[src/rtl/ces_pkg.sv]
// package of constants and types for the channel enable sequencer
package ces_pkg;
	localparam int CES_NUM_CHANNELS = 4;
	localparam int CES_CH_RX1 = 0;
	localparam int CES_CH_RX2 = 1;
	localparam int CES_CH_TX1 = 2;
	localparam int CES_CH_TX2 = 3;
	localparam int CES_TASK_ADDR_W = 4;
	localparam int CES_TASK_DATA_W = 16;
	localparam int CES_IMAGE_DEPTH = 16;
	localparam logic [CES_TASK_ADDR_W-1:0] CES_IMAGE_LOAD_RESET = 4'h0;
	localparam logic [CES_TASK_DATA_W-1:0] CES_TASK_END = 16'h0000;
	localparam logic [15:0] CES_TASK_RESET = 16'h0000;
	localparam logic CES_MODE_PIN = 1'b0;
	localparam logic CES_MODE_SPI = 1'b1;
	localparam logic CES_MODE_RESET = CES_MODE_PIN;
	typedef enum logic [4:0] {
		CES_ST_IDLE = 5'b00001,
		CES_ST_PRIMED = 5'b00010,
		CES_ST_ENABLING = 5'b00100,
		CES_ST_ACTIVE = 5'b01000,
		CES_ST_DISABLING = 5'b10000
	} ces_state_type;
endpackage : ces_pkg

[src/rtl/ces_channel_enable_sequencer.sv]
// four independent channel enable sequencers with pin and command control
//
// How it works
// - four channels, each own sequencing engine
// - request runs channel enable or disable tasks
// - tasks come from image loaded at init
// - control from pins or serial commands
// - general input level change runs event tasks
// - one enable pin per datapath only
// - controls ignored until device primed
// - only event tasks run while only primed
// - pin mode: pin rise enables channel
// - serial mode: enable command enables channel
// - enable holds until told otherwise
`timescale 1ns/1ps
`default_nettype none
module ces_channel_enable_sequencer
	import ces_pkg::*;
#(
	parameter int NUM_CH = CES_NUM_CHANNELS,
	parameter int DEPTH = CES_IMAGE_DEPTH
) (
	// clock and reset
	input wire logic clk,
	input wire logic sys_rst,
	// enable pins from the baseband chip
	input wire logic receive_path_one_enable_pin,
	input wire logic receive_path_two_enable_pin,
	input wire logic transmit_path_one_enable_pin,
	input wire logic transmit_path_two_enable_pin,
	// general purpose input watched for events
	input wire logic digital_general_io,
	// priming and mode selection
	input wire logic prime_request,
	input wire logic [NUM_CH-1:0] mode_select,
	// serial command strobes, one bit per channel
	input wire logic [NUM_CH-1:0] spi_enable_cmd,
	input wire logic [NUM_CH-1:0] spi_disable_cmd,
	// image load port: channel, kind (0 enable 1 disable 2 event), slot, word
	input wire logic image_write,
	input wire logic [1:0] image_channel,
	input wire logic [1:0] image_kind,
	input wire logic [CES_TASK_ADDR_W-1:0] image_slot,
	input wire logic [CES_TASK_DATA_W-1:0] image_word,
	// task output towards the datapath
	output logic [NUM_CH-1:0] task_valid,
	output logic [NUM_CH*CES_TASK_DATA_W-1:0] task_word,
	// channel status
	output logic primed,
	output logic [NUM_CH-1:0] radio_active_state,
	output logic [NUM_CH-1:0] sequencer_busy
);

	// ****************************************
	// pin synchronisers
	// ****************************************
	// these inputs are asynchronous to clk, so two stages come before any logic
	logic [NUM_CH:0] pin_meta;
	logic [NUM_CH:0] pin_sync;
	logic [NUM_CH:0] pin_last;
	logic [NUM_CH:0] pin_raw;

	assign pin_raw = {digital_general_io, transmit_path_two_enable_pin,
		transmit_path_one_enable_pin, receive_path_two_enable_pin,
		receive_path_one_enable_pin};

	// first stage is read only by the second stage
	always_ff @(posedge clk or posedge sys_rst) begin
		if (sys_rst) begin
			pin_meta <= '0;
			pin_sync <= '0;
			pin_last <= '0;
		end else begin
			pin_meta <= pin_raw;
			pin_sync <= pin_meta;
			pin_last <= pin_sync;
		end
	end

	// any level change of the general input counts as one event
	logic gpio_change;
	assign gpio_change = pin_sync[NUM_CH] ^ pin_last[NUM_CH];

	// ****************************************
	// primed state
	// ****************************************
	// sticky: only a reset takes the device out of primed
	always_ff @(posedge clk or posedge sys_rst) begin
		if (sys_rst) begin
			primed <= 1'b0;
		end else if (prime_request) begin
			primed <= 1'b1;
		end
	end

	// ****************************************
	// image row kinds
	// ****************************************
	localparam logic [1:0] KIND_ENABLE = 2'h0;
	localparam logic [1:0] KIND_DISABLE = 2'h1;
	localparam logic [1:0] KIND_EVENT = 2'h2;
	localparam logic [1:0] KIND_UNUSED = 2'h3;

	// ****************************************
	// per channel engines
	// ****************************************
	genvar gc;
	generate
		for (gc = 0; gc < NUM_CH; gc++) begin : g_ch
			// three task series per channel: enable, disable, event
			logic [CES_TASK_DATA_W-1:0] image_mem [3][DEPTH];
			ces_state_type state;
			ces_state_type next_state;
			logic [CES_TASK_ADDR_W-1:0] task_ptr;
			logic [1:0] run_kind;
			logic event_run;
			logic event_pend;
			logic ch_mode;
			logic en_req;
			logic dis_req;
			logic [CES_TASK_DATA_W-1:0] cur_task;
			logic series_done;
			logic start_event;
			logic running;

			// ****************************************
			// task image store
			// ****************************************
			// no reset: the image must be loaded before priming
			always_ff @(posedge clk) begin
				if (image_write && image_channel == 2'(gc) && image_kind != KIND_UNUSED) begin
					image_mem[image_kind][image_slot] <= image_word;
				end
			end

			// ****************************************
			// request source
			// ****************************************
			// mode is only latched while the channel is in the idle or primed state
			always_ff @(posedge clk or posedge sys_rst) begin
				if (sys_rst) begin
					ch_mode <= CES_MODE_RESET;
				end else if (state == CES_ST_PRIMED || state == CES_ST_IDLE) begin
					ch_mode <= mode_select[gc];
				end
			end

			// requests come from the selected source only
			always_comb begin
				if (ch_mode == CES_MODE_PIN) begin
					en_req = pin_sync[gc] && !pin_last[gc];
					dis_req = !pin_sync[gc] && pin_last[gc];
				end else begin
					en_req = spi_enable_cmd[gc];
					dis_req = spi_disable_cmd[gc];
				end
			end

			// ****************************************
			// series progress
			// ****************************************
			// a full image row ends the series even without an end word
			assign cur_task = image_mem[run_kind][task_ptr];
			assign series_done = (cur_task == CES_TASK_END) ||
				(task_ptr == CES_TASK_ADDR_W'(DEPTH - 1));

			// ****************************************
			// channel state machine
			// ****************************************
			always_comb begin
				next_state = state;
				case (state)
					CES_ST_IDLE: begin
						if (primed) begin
							next_state = CES_ST_PRIMED;
						end
					end
					CES_ST_PRIMED: begin
						// an event series in flight holds requests off
						if (en_req && !event_run) begin
							next_state = CES_ST_ENABLING;
						end
					end
					CES_ST_ENABLING: begin
						if (series_done) begin
							next_state = CES_ST_ACTIVE;
						end
					end
					CES_ST_ACTIVE: begin
						if (dis_req && !event_run) begin
							next_state = CES_ST_DISABLING;
						end
					end
					CES_ST_DISABLING: begin
						if (series_done) begin
							next_state = CES_ST_PRIMED;
						end
					end
					default: begin
						next_state = CES_ST_IDLE;
					end
				endcase
			end

			always_ff @(posedge clk or posedge sys_rst) begin
				if (sys_rst) begin
					state <= CES_ST_IDLE;
				end else begin
					state <= next_state;
				end
			end

			// ****************************************
			// event series
			// ****************************************
			// an event series starts only in a settled state, never against a request
			assign start_event = event_pend && !event_run && next_state == state &&
				(state == CES_ST_PRIMED || state == CES_ST_ACTIVE);

			// a new level change wins over the clear of an older one
			always_ff @(posedge clk or posedge sys_rst) begin
				if (sys_rst) begin
					event_pend <= 1'b0;
				end else if (gpio_change && state != CES_ST_IDLE) begin
					event_pend <= 1'b1;
				end else if (start_event) begin
					event_pend <= 1'b0;
				end
			end

			always_ff @(posedge clk or posedge sys_rst) begin
				if (sys_rst) begin
					event_run <= 1'b0;
				end else if (start_event) begin
					event_run <= 1'b1;
				end else if (event_run && series_done) begin
					event_run <= 1'b0;
				end
			end

			// ****************************************
			// task pointer
			// ****************************************
			// every series starts again at slot zero
			always_ff @(posedge clk or posedge sys_rst) begin
				if (sys_rst) begin
					task_ptr <= CES_IMAGE_LOAD_RESET;
					run_kind <= KIND_ENABLE;
				end else if (next_state == CES_ST_ENABLING && state != CES_ST_ENABLING) begin
					task_ptr <= CES_IMAGE_LOAD_RESET;
					run_kind <= KIND_ENABLE;
				end else if (next_state == CES_ST_DISABLING && state != CES_ST_DISABLING) begin
					task_ptr <= CES_IMAGE_LOAD_RESET;
					run_kind <= KIND_DISABLE;
				end else if (start_event) begin
					task_ptr <= CES_IMAGE_LOAD_RESET;
					run_kind <= KIND_EVENT;
				end else if (running && !series_done) begin
					task_ptr <= task_ptr + 1'b1;
				end
			end

			assign running = state == CES_ST_ENABLING || state == CES_ST_DISABLING ||
				event_run;

			// ****************************************
			// channel outputs
			// ****************************************
			// the end word closes a series and is never issued
			always_ff @(posedge clk or posedge sys_rst) begin
				if (sys_rst) begin
					task_valid[gc] <= 1'b0;
				end else begin
					task_valid[gc] <= running && cur_task != CES_TASK_END;
				end
			end

			always_ff @(posedge clk or posedge sys_rst) begin
				if (sys_rst) begin
					task_word[gc*CES_TASK_DATA_W +: CES_TASK_DATA_W] <= CES_TASK_RESET;
				end else begin
					task_word[gc*CES_TASK_DATA_W +: CES_TASK_DATA_W] <= cur_task;
				end
			end

			// taken from next_state so status lands on the edge of the state change
			always_ff @(posedge clk or posedge sys_rst) begin
				if (sys_rst) begin
					radio_active_state[gc] <= 1'b0;
				end else begin
					radio_active_state[gc] <= next_state == CES_ST_ACTIVE;
				end
			end

			always_ff @(posedge clk or posedge sys_rst) begin
				if (sys_rst) begin
					sequencer_busy[gc] <= 1'b0;
				end else begin
					sequencer_busy[gc] <= next_state == CES_ST_ENABLING ||
						next_state == CES_ST_DISABLING;
				end
			end
		end
	endgenerate

endmodule : ces_channel_enable_sequencer
`default_nettype wire

[config.mk]
export PLATFORM = sky130hd
export DESIGN_NAME = ces_channel_enable_sequencer
export DESIGN_NICKNAME = d
export VERILOG_FILES = /design/src/rtl/ces_pkg.sv /design/src/rtl/ces_channel_enable_sequencer.sv
export SDC_FILE = /design/constraint.sdc
export NUM_CORES = 2
export LEC_CHECK = 0
export BUFFER_PORTS_ARGS = -buffer_cell sky130_fd_sc_hd__buf_2
export CORE_MARGIN = 8
export CORE_UTILIZATION = 45
export CTS_CLUSTER_DIAMETER = 120
export CTS_CLUSTER_SIZE = 40
export DETAILED_ROUTE_END_ITERATION = 12
export GPL_ROUTABILITY_DRIVEN = 1
export PLACE_DENSITY = 0.66
export SETUP_SLACK_MARGIN = 0.1
export SLEW_MARGIN = 20
export SYNTH_ARGS = -nofsm -noshare
export SYNTH_HDL_FRONTEND = slang
export SYNTH_SLANG_ARGS = --single-unit
[constraint.sdc]
create_clock -name clk -period 5.8 [get_ports clk]
set_input_delay 0.58 -clock clk [delete_from_list [all_inputs] [get_ports clk]]
set_output_delay 0.58 -clock clk [all_outputs]
set_load 0.02 [all_outputs]
==> results_dict.tcl <==
set metrics [dict create \
    status "completed" \
    place.gp.congestion 0.853 \
    htree_levels 3 \
    period_share_pct 84.5 \
    cts_root_buf "clkbuf_16" \
    maxSlewViolCount 0 \
    port_buffers 121 \
    yosys_register_bits 3220 \
    required_ns 6.52 \
    powerDensity_nw_per_um2 387 \
    cts_sinks 3220 \
    fin_util_pct 48.7 \
    setup_tns_ns 0 \
    fmax_ghz 0.204 \
    syn_area_per_cell_um2 19.4 \
    yosys-top-cells-count "edfxtp_1, mux2i_1, mux4_2" \
    num_rows 194 \
    p_seq_share_pct 52.2 \
    worstMarginPinSlew_ns 1.18 \
    start_util_pct 45.1 \
    startpoint_type "flop" \
    wl_per_cell_um 31.1 \
    endpoint_kind "flop" \
    ys_warn_count 0 \
    wl_um 325000 \
    rsz0062_at_grt "no" \
    power.share.combinational_pct 29.1 \
    hpwl_um 198000 \
    synth.most_common_cell "edfxtp_1" \
    synth_edf_count 3072 \
    io-pin-count 122 \
    yosys.area.top_type "edfxtp_1" \
    antenna_found_initial 25 \
    internal_power_mw 35.3 \
    cts.repair.resized 0 \
    cts_tree "done" \
    async_flop_share_pct 4.60 \
    dieWidth_um 544 \
    die_area_um2 296000 \
    r2r_cells 10 \
    p_switching_mw 17.1 \
    drtPass1Iterations 6 \
    crit_type "reg -> reg" \
    synth_cell_types 95 \
    setup_viol 0 \
    synth_nets 6508 \
    grt_max_degree 161 \
    min_path_type "in -> reg" \
    cp.arrival_ns 5.62 \
    via_per_inst 6.15 \
    clock_power_share_pct 18.7 \
    die_h_um 544 \
    maxSlewHeadroom_pct 21.0 \
    drive_above_1_share_pct 20.8 \
    finClkSkew_ns 0.0299 \
    clk_pin_slew_ns 0.15 \
    syn_area_um2 125000 \
    grt_first_pass_wirelength_um 465000 \
    maxCapViolations 0 \
    hold_path_depth 1 \
    area_growth_syn_to_layout_pct 8.02 \
    clock_latency_ns 0.81 \
    nets 6701 \
    synth_top_area_share_pct 73.5 \
    cts_buffers 92 \
    seq_area_frac_synth_pct 76.5 \
    track_usage_pct 21.4 \
    cts_buffer_depth 3 \
    core_region_area_um2 278000 \
    grt_pass1_vias 62500 \
    synthTopCellsByArea "edfxtp_1, mux4_2, mux2i_1" \
    drtAntennaViolNets 0 \
    drt_iter0_markers 8669 \
    swShare_pct 32.7 \
    finalHoldViolCount 0 \
    power_leakage_nw 42.4 \
    ir_worst_vdd_mv 0.409 \
    drc 0 \
    fillerInstances 22600 \
    overflow 0 \
    fin_crit_ns 4.90 \
    syn_inst 6459 \
    num_vias 64300 \
    worstPathMaxFanout 24 \
    synth_flop_cell "edfxtp_1" \
]
-- what timing repair did --
action                    4_1_cts  5_1_grt
hold endpoints to repair       73        0
hold buffers                   11        0
buffers inserted                0        0
-- registers in the layout (all words and copies together), names as in the netlist, 5 cells and up --
register / count
pin_meta: 5
task_word: 64
pin_sync: 5
g_ch.task_ptr: 16
g_ch.image_mem: 3072
pin_last: 5
g_ch.run_kind: 8
g_ch.state: 20
-- placed cells by master (no fill, tap or decap), drive strengths merged, types with 9 or more instances in the layout --
| master | synthesis | routed |
|---|---|---|
| a2111oi | 9 | 9 |
| a211oi | 55 | 55 |
| a21oi | 149 | 149 |
| a221oi | 10 | 10 |
| a22o | 10 | 10 |
| a22oi | 41 | 41 |
| a31oi | 20 | 20 |
| and2 | 9 | 9 |
| and3 | 10 | 10 |
| buf | 236 | 471 |
| clkbuf | 147 | 164 |
| dfrtp | 144 | 144 |
| dlygate4sd3 | 0 | 11 |
| edfxtp | 3072 | 3072 |
| inv | 35 | 40 |
| mux2 | 108 | 108 |
| mux2i | 535 | 535 |
| mux4 | 502 | 502 |
| nand2 | 183 | 183 |
| nand2b | 34 | 34 |
| nand3 | 53 | 53 |
| nand3b | 10 | 10 |
| nand4 | 11 | 11 |
| nor2 | 204 | 204 |
| nor2b | 38 | 38 |
| nor3 | 210 | 210 |
| nor3b | 11 | 11 |
| nor4 | 22 | 22 |
| o2111ai | 13 | 13 |
| o211ai | 30 | 30 |
| o21a | 12 | 12 |
| o21ai | 191 | 191 |
| o21bai | 9 | 9 |
| o221ai | 16 | 16 |
| o22ai | 121 | 121 |
| o31ai | 16 | 16 |
| or2 | 19 | 19 |
| or3 | 20 | 20 |
| or4 | 10 | 10 |
-- layer usage --
layer	vias to the layer above	track usage [%]	part of all wire, %	wire length, um
met4	4	5.21	2.7	8930
met3	355	3.38	8.8	28600
met5	-	0	0.0065	21
li1	26600	-	-	-
met1	34200	31.0	41	133000
met2	3129	34.3	48	155000
-- area by class of cell --
cell class | instances | area, um2 | area share [%]
Antenna cell | 4 | 10.0 | 0.00739
Inverter | 36 | 143 | 0.105
Clock inverter | 7 | 131 | 0.0969
Clock buffer | 164 | 2640 | 1.95
Multi-Input combinational cell | 2820 | 28200 | 20.8
Tap cell | 3724 | 4660 | 3.44
Timing Repair Buffer | 482 | 3700 | 2.73
Sequential cell | 3220 | 96000 | 70.8
-- kinds of logic (layout without fill, tap and decap cells) --
logic type / after synthesis / count (layout) / synth area share [%]
flip-flops: 3220 / 3220 / 76.5
multiplexers: 1145 / 1145 / 14.3
AND/OR/NAND/NOR: 861 / 861 / 3.35
AO/OA/AOI/OAI: 803 / 803 / 4.20
buffers and inverters: 419 / 689 / 1.64
XOR/XNOR: 7 / 7 / 0.0489
adder cells (fa/ha/maj): 4 / 4 / 0.0399
other: 0 / 4 / 0
-- final timing paths --
path | startpoint | slack, ns | end
max in group asynchronous | sys_rst | 4.04 | g_ch[1].task_ptr[0]
worst min-delay path | image_word[2] | 0.13 | g_ch[1].image_mem[2][146]
min in group asynchronous | sys_rst | 0.42 | task_word[27]
worst min register to register | pin_meta[0] | 0.36 | pin_sync[0]
worst max register to register | g_ch[1].task_ptr[3] | 0.90 | g_ch[1].task_ptr[1]
worst max-delay path | g_ch[1].task_ptr[3] | 0.90 | g_ch[1].task_ptr[1]
-- metrics by stage --
| step | worst slack [ns] | cell area, um2 | hold WS (ns) | total power, mW | std cells |
|---|---|---|---|---|---|
| floorplan | 1.25 | 125000 | 0.331 | 37.3 | 6459 |
| global placement | 1.10 | 133000 | 0.336 | 43.0 | 10300 |
| detailed placement | 0.979 | 133000 | 0.335 | 43.1 | 10300 |
| CTS | 0.922 | 135000 | 0.0761 | 52.6 | 10500 |
| global route | 0.665 | 136000 | 0.0898 | 54.1 | 10500 |
| finish | 0.898 | 136000 | 0.132 | 52.4 | 10500 |
-- power by group through the flow --
| stage | Combinational [mW] | Clock (mW) | Sequential, mW |
|---|---|---|---|
| 3_3_place_gp | 15.1 | 0 | 27.9 |
| 3_5_place_dp | 15.2 | 0 | 27.9 |
| 5_1_grt | 16.0 | 10.6 | 27.5 |
| 2_1_floorplan | 10.4 | 0 | 26.9 |
| 4_1_cts | 15.3 | 9.94 | 27.4 |
| 6_report | 15.3 | 9.81 | 27.3 |
-- critical path, stage by stage (launching register included) --
cell and delay [ns]:
dfrtp_1 1.07, inv_1 0.33, nand2_1 0.43, o21ai_0 0.17, nor4_1 0.94, o2111ai_1 0.44
nor3_1 0.29, nand4_1 0.31, o21ai_4 0.39, a21oi_2 0.09, mux2_4 0.33
No activity file was read; power rests on OpenSTA's default activity.
